File: src/verilog/vdram_seq_pkg.sv
// package of timing counts and types for the video dram cycle sequencer
package vdram_seq_pkg;
   // memory clock figures; one period is the unit of every interval
   localparam int unsigned MCLK_KHZ = 25000;
   localparam logic [3:0] T_RAS_LOW = 4'h5;      // row strobe low, periods
   localparam logic [3:0] T_RAS_TO_CAS = 4'h2;   // row fall to column fall
   localparam logic [3:0] T_CAS_LOW = 4'h3;      // column strobe low
   localparam logic [3:0] T_RANDOM_CYCLE = 4'h9; // random cycle length
   localparam logic [3:0] T_PAGE_CYCLE = 4'h5;   // column to column in a burst
   localparam logic [3:0] T_FIRST_EXTRA = 4'h2;  // first page access is longer
   localparam logic [3:0] T_UPPER_LAG = 4'h4;    // upper pair lag, whole periods
   localparam logic [3:0] T_OE_LAG = 4'h1;       // output enable after column strobe
   localparam logic [3:0] T_WE_UPPER = 4'h5;     // upper write enable low time
   localparam logic [3:0] T_WE_LOWER = 4'h3;     // lower write enable low time
   localparam logic [3:0] T_LAST_PHASE = 4'hf;   // phase counter top
   // kinds of access
   typedef enum logic [1:0] {
      kind_write,
      kind_read,
      kind_page_read
   } access_kind_t;
   // counter step for the one phase count that both pairs share
   function automatic logic [3:0] step(input logic [3:0] value);
      step = (value == T_LAST_PHASE) ? value : value + 4'h1;
   endfunction
endpackage

File: src/verilog/video_dram_cycle_sequencer.sv
// video dram cycle sequencer: row, column, output and write enable strobes
`timescale 1ns/1ns
module video_dram_cycle_sequencer
   import vdram_seq_pkg::*;
(
   input wire logic i_clock,
   input wire logic i_resetn,
   input wire logic i_start,             // request a cycle, taken when o_ready
   input wire logic [1:0] i_kind,        // access_kind_t of the request
   input wire logic i_display,           // display fetch rather than host read
   input wire logic [3:0] i_burst_len,   // page burst column count, 0 means 1
   output logic o_ready,                 // idle, request may be taken
   output logic o_column_done,           // pulse at each column's end, lower pair
   output logic o_display_done,          // pulse at end of a display cycle
   output logic o_row_strobe_lower_pair,
   output logic o_row_strobe_upper_pair,
   output logic o_column_strobe_lower_pair,
   output logic o_column_strobe_upper_pair,
   output logic o_output_enable_lower_pair,
   output logic o_output_enable_upper_pair,
   output logic o_write_enable_byte_zero,
   output logic o_write_enable_byte_one,
   output logic o_write_enable_byte_two,
   output logic o_write_enable_byte_three
);
   typedef enum logic [1:0] {
      st_idle,
      st_access,
      st_recover
   } seq_state_t;
   typedef struct packed {
      seq_state_t fsm;
      access_kind_t kind;
      logic display;
      logic [3:0] phase;      // lower periods since row fall, column restart or row rise
      logic [3:0] col_start;  // phase of current column fall
      logic [3:0] cols_left;  // columns still to run
      logic first;                  // current column is the first of a burst
      logic [3:0] up_act;           // lower activity, four period delay line
      logic [3:0][3:0] up_phase;    // lower phase, delayed for the upper pair
      logic [3:0][3:0] up_col;      // lower column start, delayed
      logic [3:0] up_wr;            // write flag, delayed
      logic [3:0] up_rd;            // read flag, delayed
      logic col_done;
      logic disp_done;
   } seq_t;
   seq_t s; // sequencer state
   seq_t next_s; // next sequencer state
   logic is_write; // current cycle writes
   logic is_read; // current cycle reads
   logic lower_row_n; // lower pair row strobe
   logic lower_active; // lower pair row held low
   logic upper_row_rise; // upper row strobe from posedge
   logic upper_row_half; // half-period delayed upper row strobe

   assign is_write = (s.kind == kind_write);
   assign is_read = (s.kind != kind_write);
   assign lower_active = (s.fsm == st_access);

   // cycle sequence; every step is one memory clock period
   always_comb begin
      next_s = s;
      next_s.col_done = 1'b0;
      next_s.disp_done = 1'b0;
      unique case (s.fsm)
         st_idle: begin
            if (i_start) begin
               next_s.fsm = st_access;
               next_s.kind = access_kind_t'(i_kind);
               next_s.display = i_display;
               next_s.phase = 4'h0;
               next_s.col_start = T_RAS_TO_CAS;
               next_s.first = 1'b1;
               next_s.cols_left = (i_kind == kind_page_read && i_burst_len != 4'h0) ? i_burst_len : 4'h1;
            end
         end
         st_access: begin
            next_s.phase = step(s.phase);
            // column finished: next column or release the row
            if (s.phase == s.col_start + T_CAS_LOW - 4'h1) begin
               next_s.col_done = 1'b1;
               if (s.cols_left > 4'h1) begin
                  next_s.cols_left = s.cols_left - 4'h1;
                  // phase restarts per column so long bursts never saturate it
                  next_s.phase = 4'h0;
                  next_s.first = 1'b0;
                  // first access carries extra periods before the second column
                  next_s.col_start = s.first ?
                     T_PAGE_CYCLE - T_CAS_LOW + T_FIRST_EXTRA : T_PAGE_CYCLE - T_CAS_LOW;
               end else begin
                  next_s.fsm = st_recover;
                  next_s.phase = 4'h0; // recovery count from row rise
                  next_s.disp_done = s.display;
               end
            end
         end
         st_recover: begin
            // precharge until the random cycle has run its nine periods
            next_s.phase = step(s.phase);
            // row high four periods in all, the take edge being the last
            if (s.phase == T_RANDOM_CYCLE - T_RAS_LOW - 4'h2) begin
               next_s.fsm = st_idle;
            end
         end
         default: next_s.fsm = st_idle;
      endcase
      // upper pair replays the lower inputs four periods later, half below
      // delay line depth is the T_UPPER_LAG count of four
      next_s.up_act = {s.up_act[2:0], lower_active};
      next_s.up_phase = {s.up_phase[2:0], s.phase};
      next_s.up_col = {s.up_col[2:0], s.col_start};
      next_s.up_wr = {s.up_wr[2:0], is_write};
      next_s.up_rd = {s.up_rd[2:0], is_read};
   end

   // register the sequencer state
   always_ff @(posedge i_clock or negedge i_resetn) begin
      if (!i_resetn) begin
         s <= '{fsm: st_idle, kind: kind_write, default: '0};
      end else begin
         s <= next_s;
      end
   end

   // lower pair strobes
   pair_strobe_gen u_lower (
      .i_clock(i_clock),
      .i_resetn(i_resetn),
      .i_active(lower_active),
      .i_phase(s.phase),
      .i_col_start(s.col_start),
      .i_is_write(is_write),
      .i_is_read(is_read),
      .i_we_len(T_WE_LOWER),
      .o_row_strobe_n(lower_row_n),
      .o_col_strobe_n(o_column_strobe_lower_pair),
      .o_out_enable_n(o_output_enable_lower_pair),
      .o_write_enable_n(o_write_enable_byte_zero)
   );

   // upper pair strobes, timed from its own row fall
   pair_strobe_gen u_upper (
      .i_clock(i_clock),
      .i_resetn(i_resetn),
      .i_active(s.up_act[3]),
      .i_phase(s.up_phase[3]),
      .i_col_start(s.up_col[3]),
      .i_is_write(s.up_wr[3]),
      .i_is_read(s.up_rd[3]),
      .i_we_len(T_WE_UPPER),
      .o_row_strobe_n(upper_row_rise),
      .o_col_strobe_n(o_column_strobe_upper_pair),
      .o_out_enable_n(o_output_enable_upper_pair),
      .o_write_enable_n(o_write_enable_byte_two)
   );

   // falling edge stage gives the extra half period on the upper row strobe
   always_ff @(negedge i_clock or negedge i_resetn) begin
      if (!i_resetn) begin
         upper_row_half <= 1'b1;
      end else begin
         upper_row_half <= upper_row_rise;
      end
   end

   assign o_row_strobe_lower_pair = lower_row_n;
   assign o_row_strobe_upper_pair = upper_row_half;
   assign o_write_enable_byte_one = o_write_enable_byte_zero;
   assign o_write_enable_byte_three = o_write_enable_byte_two;
   assign o_ready = (s.fsm == st_idle);
   assign o_column_done = s.col_done;
   assign o_display_done = s.disp_done;
endmodule

File: src/verilog/pair_strobe_gen.sv
// strobe generator for one bank pair, driven by a shared phase count
`timescale 1ns/1ns
module pair_strobe_gen
   import vdram_seq_pkg::*;
(
   input wire logic i_clock,
   input wire logic i_resetn,
   input wire logic i_active,            // cycle under way
   input wire logic [3:0] i_phase,       // periods since this pair's row fall or column restart
   input wire logic [3:0] i_col_start,   // phase of current column fall
   input wire logic i_is_write,          // write cycle
   input wire logic i_is_read,           // read or page read cycle
   input wire logic [3:0] i_we_len,      // write enable low time
   output logic o_row_strobe_n,          // row strobe, active low
   output logic o_col_strobe_n,          // column strobe, active low
   output logic o_out_enable_n,          // output enable, active low
   output logic o_write_enable_n         // write enable, active low
);
   typedef struct packed {
      logic row_n;
      logic col_n;
      logic oe_n;
      logic we_n;
   } pair_state_t;
   pair_state_t state; // registered strobes
   pair_state_t next_state; // next strobes
   logic [3:0] col_rel; // periods since column fall

   // decode the strobes from the phase
   always_comb begin
      col_rel = i_phase - i_col_start;
      next_state.row_n = 1'b1;
      next_state.col_n = 1'b1;
      // output enable is the column strobe one period late, reads only
      next_state.oe_n = state.col_n || !i_is_read;
      next_state.we_n = 1'b1;
      if (i_active) begin
         next_state.row_n = 1'b0;
         if (i_phase >= i_col_start && col_rel < T_CAS_LOW) begin
            next_state.col_n = 1'b0;
         end
         // write enable ends with the column strobe, starts i_we_len before
         if (i_is_write && i_phase >= i_col_start + T_CAS_LOW - i_we_len && i_phase < i_col_start + T_CAS_LOW) begin
            next_state.we_n = 1'b0;
         end
      end
   end

   // register the strobes
   always_ff @(posedge i_clock or negedge i_resetn) begin
      if (!i_resetn) begin
         state <= '{row_n: 1'b1, col_n: 1'b1, oe_n: 1'b1, we_n: 1'b1};
      end else begin
         state <= next_state;
      end
   end

   assign o_row_strobe_n = state.row_n;
   assign o_col_strobe_n = state.col_n;
   assign o_out_enable_n = state.oe_n;
   assign o_write_enable_n = state.we_n;
endmodule

File: config.mk
export PLATFORM = sky130hd
export DESIGN_NAME = video_dram_cycle_sequencer
export DESIGN_NICKNAME = d
export VERILOG_FILES = /design/src/verilog/vdram_seq_pkg.sv /design/src/verilog/video_dram_cycle_sequencer.sv /design/src/verilog/pair_strobe_gen.sv
export SDC_FILE = /design/constraint.sdc
export NUM_CORES = 1
export LEC_CHECK = 0
export ABC_AREA = 1
export CORE_AREA = 2 2 97 99
export CTS_CLUSTER_SIZE = 40
export DETAILED_ROUTE_END_ITERATION = 6
export DIE_AREA = 0 0 99 101
export DONT_BUFFER_PORTS = 1
export GPL_TIMING_DRIVEN = 0
export PLACE_DENSITY = 0.64
export SLEW_MARGIN = 0
export SYNTH_ARGS = -nofsm -noshare
export SYNTH_HDL_FRONTEND = slang
export SYNTH_HIERARCHICAL = 1
export SYNTH_SLANG_ARGS = --single-unit
File: constraint.sdc
create_clock -name i_clock -period 4.36 [get_ports i_clock]
set_clock_uncertainty 0.1 [all_clocks]
set_input_delay 0.436 -clock i_clock [delete_from_list [all_inputs] [get_ports i_clock]]
set_output_delay 0.436 -clock i_clock [all_outputs]
set_load 0.05 [all_outputs]
==> results of run 1 <==
-- worst paths after layout --
check	startpoint	endpoint	slack (ns)	cells after the start
min in group asynchronous	i_resetn	next_s[7]	0.54	2
max in group asynchronous	i_resetn	o_row_strobe_upper_pair	2.15	0
worst max-delay path	o_row_strobe_upper_pair	o_row_strobe_upper_pair	0.61	0
worst min-delay path	i_kind[1]	s[61]	0.15	1
worst max register to register	next_s[11]	u_lower/o_write_enable_n	1.46	14
worst min register to register	next_s[4]	next_s[5]	0.24	0
-- cell families (layout without fill, tap and decap cells) --
kind of cell             count (synthesis)  in the layout  synth area share
adder cells (fa/ha/maj)                 45             45             0.170
AND/OR/NAND/NOR                        141            141             0.202
multiplexers                             2              2           0.00644
XOR/XNOR                                 9              9            0.0225
AO/OA/AOI/OAI                           36             36            0.0558
flip-flops                              63             63             0.454
buffers and inverters                   73             91            0.0876
other                                    2             28           0.00215
-- synthesized netlist by cell type, drive strengths merged --
| cell type | instances | area (µm²) |
|---|---|---|
| a21oi | 12 | 60.1 |
| buf | 3 | 26.3 |
| clkbuf | 1 | 13.8 |
| clkinv | 1 | 8.76 |
| conb | 2 | 7.51 |
| dfrtp | 54 | 1350 |
| dfstp | 9 | 236 |
| fa | 4 | 80.1 |
| ha | 41 | 513 |
| inv | 68 | 258 |
| mux2 | 2 | 22.5 |
| nand2 | 82 | 363 |
| nand3 | 33 | 198 |
| nand3b | 2 | 15.0 |
| nand4 | 4 | 25.0 |
| nor2 | 18 | 93.8 |
| nor3 | 1 | 5.00 |
| nor3b | 1 | 7.51 |
| o21ai | 21 | 113 |
| o21bai | 2 | 15.0 |
| o31ai | 1 | 7.51 |
| xnor2 | 2 | 17.5 |
| xor2 | 7 | 61.3 |
-- routing by layer --
layer  share of wire  wire, µm
met2            0.55      3230
met4           0.010        60
met1            0.41      2420
met3           0.025       144
met5               0         0
-- repair_timing --
item                       4_1_cts  5_1_grt
setup endpoints to repair        0        0
hold buffers                     2        0
gates resized for setup          0        0
hold endpoints to repair        62        0
-- through the flow --
stage / hold WS (ns) / util
after floorplan: 0.0404 / -
after global placement: 0.0430 / 0.416
after detailed placement: 0.0423 / 0.416
after CTS: 0.133 / 0.446
after global routing: 0.123 / 0.446
final: 0.152 / 0.446
-- layout make-up --
type | count | area (µm²)
Fill cell | 861 | 4970
Multi-Input combinational cell | 261 | 1700
Sequential cell | 63 | 1590
Inverter | 68 | 263
Clock buffer | 14 | 216
Tap cell | 111 | 139
Buffer | 4 | 40.0
Timing Repair Buffer | 2 | 37.5
Clock inverter | 3 | 18.8
-- where the power goes --
part | internal [mW] | switching (mW)
Combinational | 0.336 | 0.545
Sequential | 0.765 | 0.163
Clock | 0.329 | 0.215
-- cell usage in the layout, fill, tap and decap left out, drive strengths merged, types with 2 or more instances in the layout --
cell    synthesis  routed
nor2           18      18
ha             41      41
nand2          82      82
clkinv          1       2
xor2            7       7
mux2            2       2
o21ai          21      21
nand4           4       4
dfstp           9       9
conb            2      28
buf             3       4
clkbuf          1      15
xnor2           2       2
a21oi          12      12
o21bai          2       2
nand3          33      33
dfrtp          54      54
nand3b          2       2
inv            68      69
fa              4       4
-- flip-flops by register name (all words and copies together), names as in the netlist --
name                      cells
u_upper/o_row_strobe_n        1
s                            19
u_upper/o_write_enable_n      1
u_lower/o_write_enable_n      1
u_lower/o_out_enable_n        1
u_lower/o_row_strobe_n        1
u_lower/o_col_strobe_n        1
o_column_done                 1
o_display_done                1
o_row_strobe_upper_pair       1
next_s                       33
u_upper/o_col_strobe_n        1
u_upper/o_out_enable_n        1
==> summary.md, run 1 <==
| Metric | Value |
|---|---|
| GRT busiest layer | `met2` |
| Register bit total from synthesis | `63` |
| DR vias/cell | `4.51` |
| WS Path Type | `register to primary output` |
| Vias | `2373` |
| Fin area | `4000 µm²` |
| Post-CTS Setup Inserts | `0` |
| DRC Markers | `0` |
| Proportion of layout cells with a drive suffix above 1 | `0.140` |
| Die W | `a little under 100 µm` |
| Pwr dens | `587 nW/µm²` |
| Post-DP Area | `3730 µm²` |
| Syn-to-layout area delta | `14.4%` |
| GRT Util Overall | `0.132` |
| Antenna viol nets, final | `0` |
| Met3 Use GR | `0.0354` |
| Post-Syn Area | `approximately 3500 µm²` |
| CTS clk-pin slew, worst paths | `~0.070 ns` |
| Drt wl/cell | `about 11 µm` |
| CTS root buf | `clkbuf_8` |
| Die footprint | `10000 µm²` |
| Maximum VDD drop | `189 µV` |
| Cell Count Post-Placement | `slightly above 500` |
| Sequential share of the synthesized area | `0.454` |
| Final non-filler cell total | `526` |
| CP required | `3.82 ns` |
| Critical path launch point type | `register` |
| Vias in the first global route | `2370` |
| Clock buffer depth | `2` |
| First-pass GRT wire length | `10.5 mm` |
| Post-placement setup slack | `about 0.98 ns` |
| Outcome | `finished clean` |
| Final-stage net count | `465` |
| Syn avg cell area | `9.43 µm²` |
| Final setup TNS | `0 ns` |
| Rows | `35` |
| Worst hold-check path type | `input pin to register` |
| Ant diodes | `0` |
| # Max-Cap Violations | `0` |
| RSZ-0062 raised after global routing | `false` |
| Antenna violations before repair | `0` |
| Worst slew margin | `0.594` |
| Drt first-iter violations | `75` |
| CP arrival | `3.22 ns` |
| Final HPWL DP | `4.61 mm` |
| RePlAce Congestion | `0.809` |
| IO Pins | `23` |
| Synth warn | `6` |
| Initial Utilization | `0.390` |
| Num Clock Sinks | `between 60 and 70` |
| Final setup margin | `between 0.6 and 0.7 ns` |
| Pre-antenna DRT Iters | `4` |
| Buffers added on ports | `0` |
| GR Overflow Total | `0` |
| Leakage Power | `~2.1 nW` |
| Tightest Pin Transition | `0.609 ns` |
| Die Span Y | `101 µm` |
| Final Hold Vio Count | `0` |
| Tot Pwr | `2.35 mW` |
| CTS tree | `yes` |
| Final Max Tran Viols | `0` |
| Critical path fanouts, max | `1` |
| Critical path endpoint category | `primary output` |
| H-tree levels | `3` |
| Finish-stage setup viols | `0` |
| Grt met1 use | `0.155` |
| Final WL | `around 5.9 mm` |
| Core Box Area | `8980 µm²` |
| Netlist cell types | `35` |
| Largest net degree at the start of global routing | `63` |
| Clock latency at the later pin of the worst-skew pair | `~0.33 ns` |
| CTS Buf Count | `9` |
| Cell count after synthesis | `371` |
| Met2 usage | `0.239` |
(Power assumes the default switching activity.)
==> run 2: changes to the inputs <==
--- a/config.mk
+++ b/config.mk
@@ -6,15 +6,14 @@
 export NUM_CORES = 1
 export LEC_CHECK = 0
 export ABC_AREA = 1
-export CORE_AREA = 2 2 97 99
+export CORE_AREA = 2 2 68 119
 export CTS_CLUSTER_SIZE = 40
 export DETAILED_ROUTE_END_ITERATION = 6
-export DIE_AREA = 0 0 99 101
+export DIE_AREA = 0 0 70 121
 export DONT_BUFFER_PORTS = 1
 export GPL_TIMING_DRIVEN = 0
 export PLACE_DENSITY = 0.64
 export SLEW_MARGIN = 0
 export SYNTH_ARGS = -nofsm -noshare
 export SYNTH_HDL_FRONTEND = slang
-export SYNTH_HIERARCHICAL = 1
 export SYNTH_SLANG_ARGS = --single-unit
==> summary.md, run 2 <==
| Metric | Value |
|---|---|
| Most frequent cells in the layout | `nand2_1, dfrtp_1, inv_1` |
| GR Overflow Total | `0 (unchanged)` |
| # fillers | `698 (-19%)` |
| Die Span Y | `121 µm (+20%)` |
| Pre-antenna DRT Iters | `4 (unchanged)` |
| Cell count after synthesis | `287 (-23%)` |
| Top cells by area, synth | `dfrtp_1, ha_1, nand2_1` |
| Largest net degree at the start of global routing | `63 (unchanged)` |
| Share of the synthesized area in the top cell type | `0.461 (+0.0743)` |
| Die footprint | `8470 µm² (-15%)` |
| Final setup margin | `0.601 ns (-0.00671 ns)` |
| DRC Markers | `0 (unchanged)` |
| Antenna viol nets, final | `0 (unchanged)` |
| Register area | `1590 µm² (unchanged)` |
| Register bit total from synthesis | `63 (unchanged)` |
| Final HPWL DP | `3.55 mm (-23%)` |
| Max FFs per register | `33 (unchanged)` |
| Clock latency at the later pin of the worst-skew pair | `0.32 ns (about the same)` |
| Critical path launch point type | `register` |
| Post-Syn Area | `2930 µm² (-16%)` |
| Drt wl/cell | `12.6 µm (+13%)` |
| Worst hold-check path type | `input pin to register` |
| Critical path fanouts, max | `1 (unchanged)` |
| CP arrival | `3.22 ns (about the same)` |
| Cell Count Post-Placement | `377 (-26%)` |
| Fin util | `0.457 (+0.0106)` |
| WS Path Type | `register to primary output` |
| Post-synth EDFFs | `0 (unchanged)` |
| Clock buffer depth | `2 (unchanged)` |
| Finish-stage setup viols | `0 (unchanged)` |
| Final Max Tran Viols | `0 (unchanged)` |
| Critical path endpoint category | `primary output` |
| Buffers added on ports | `0 (unchanged)` |
| CTS Buf Count | `9 (unchanged)` |
| Ant diodes | `0 (unchanged)` |
| RePlAce Congestion | `0.869 (+7.5%)` |
| Final setup TNS | `0 ns (unchanged)` |
| Most common cell in the netlist | `nand2_1` |
| Synth cell count leaders | `nand2_1, dfrtp_1, inv_1, ha_1, nand3_1` |
| Final-stage net count | `343 (-26%)` |
| CTS tree | `yes` |
| Maximum VDD drop | `336 µV (+78%)` |
| Final Hold Vio Count | `0 (unchanged)` |
| Commonest register cell after synthesis | `dfrtp_1` |
| H-tree levels | `3 (unchanged)` |
| Sequential share of the synthesized area | `0.541 (+0.0873)` |
| Worst slew margin | `0.594 (-0.000793)` |
| Final WL | `4.99 mm (-15%)` |
| Antenna violations before repair | `0 (unchanged)` |
| Core Box Area | `7460 µm² (-17%)` |
| Multi-input logic area | `1160 µm² (-32%)` |
| Outcome | `finished clean` |
| Pwr dens | `697 nW/µm² (+19%)` |
| Post-placement setup slack | `0.986 ns (+0.00213 ns)` |
| Vias | `1867 (-21%)` |
| Yosys top cell by area | `dfrtp_1` |
| GRT Util Overall | `0.134 (+0.00140)` |
| CTS root buf | `clkbuf_16` |
| DR vias/cell | `4.73 (+4.8%)` |
| Tightest Pin Transition | `0.610 ns (+0.00119 ns)` |
| CTS clk-pin slew, worst paths | `0.06 ns (about the same)` |
| Post-synthesis async set-or-reset flop share | `1.00 (unchanged)` |
| Final non-filler cell total | `395 (-25%)` |
| RSZ-0062 raised after global routing | `false` |
| Die W | `70 µm (-29%)` |
| First-pass GRT wire length | `8.75 mm (-17%)` |
| Synth warn | `0 (-6)` |
| Netlist cell types | `34 (-2.9%)` |
| Num Clock Sinks | `63 (unchanged)` |
| IO Pins | `23 (unchanged)` |
| Initial Utilization | `0.393 (+0.00351)` |
| Most common cell after layout, fill and taps aside | `nand2_1` |
| Syn-to-layout area delta | `16.1%` |
| Proportion of layout cells with a drive suffix above 1 | `0.150 (+0.0101)` |
| CP required | `3.82 ns (about the same)` |
| Syn avg cell area | `10.2 µm² (+8.4%)` |
| Leakage Power | `1.75 nW (-18%)` |
| Rows | `42 (+20%)` |
| Drt first-iter violations | `57 (-24%)` |
| Vias in the first global route | `1935 (-18%)` |
| # Max-Cap Violations | `0 (unchanged)` |
## run 2: cell types whose count changed in the layout (fill, tap and decap cells not counted), sizes merged, moves of 2 or more
| cell | previous run | this run |
|---|---|---|
| nand2 | 82 | 69 |
| a21oi | 12 | 6 |
| nor2 | 18 | 8 |
| o21ai | 21 | 15 |
| o21bai | 2 | 0 |
| o21a | 0 | 2 |
| nor3 | 1 | 5 |
| clkbuf | 15 | 11 |
| nand3 | 33 | 18 |
| xor2 | 7 | 5 |
| inv | 69 | 49 |
| conb | 28 | 3 |
| ha | 41 | 28 |
## run 2: worst paths after layout
path,start,endpoint,slack (ns),cells after the start
setup / recovery,o_row_strobe_upper_pair,o_row_strobe_upper_pair,0.60,0
hold / removal,i_kind[1],s[61],0.16,1
setup reg to reg,u_upper.o_row_strobe_n,o_row_strobe_upper_pair,1.57,0
hold reg to reg,next_s[31],next_s[35],0.24,0
max in group asynchronous,i_resetn,o_row_strobe_upper_pair,2.16,0
min in group asynchronous,i_resetn,next_s[37],0.58,2
## run 2: per-layer routing
metal / global-route usage / wire [µm]
met5: 0 / 0
met4: 0.0745 / 178
met1: 0.139 / 1950
met3: 0.0349 / 164
met2: 0.240 / 2690
## run 2: per-stage QoR
stage	hold WS (ns)	total power [mW]	cell area, µm²
2_1_floorplan	0.0404	1.49	2940
3_3_place_gp	0.0429	1.62	3050
3_5_place_dp	0.0429	1.64	3050
4_1_cts	0.147	2.40	3410
5_1_grt	0.149	2.54	3410
6_report	0.162	2.37	3410
## run 2: layout make-up
class                      instances  share of cell area
sequential                        63               0.466
multi-input combinational        177               0.340
clock buffer                      11              0.0808
inverter                          45              0.0503
tap                               88              0.0323
clock inverter                     6              0.0136
timing repair buffer               2              0.0110
buffer                             3             0.00588
## run 2: timing repair
item / in CTS / in global routing
setup buffers: 0 / 0
hold buffers: 2 / 0
endpoints found under the hold margin: 62 / 0
gates resized for setup: 0 / 0
## run 2: cell families (layout without fill, tap and decap cells)
group,count (synthesis),in the layout,share of synthesized area
compound gates,25,25,0.0478
xor+xnor,7,7,0.0209
fa+ha+maj,31,31,0.140
buf+inv,49,67,0.0665
flops,63,63,0.541
mux,2,2,0.00768
other cells,1,3,0.00128
simple gates,109,109,0.175
## run 2: where the power goes
| part | leakage, nW | switching (mW) | internal (mW) |
|---|---|---|---|
| combinational | 0.780 | 0.451 | 0.249 |
| clock | 0.164 | 0.268 | 0.463 |
| sequential | 0.806 | 0.175 | 0.768 |
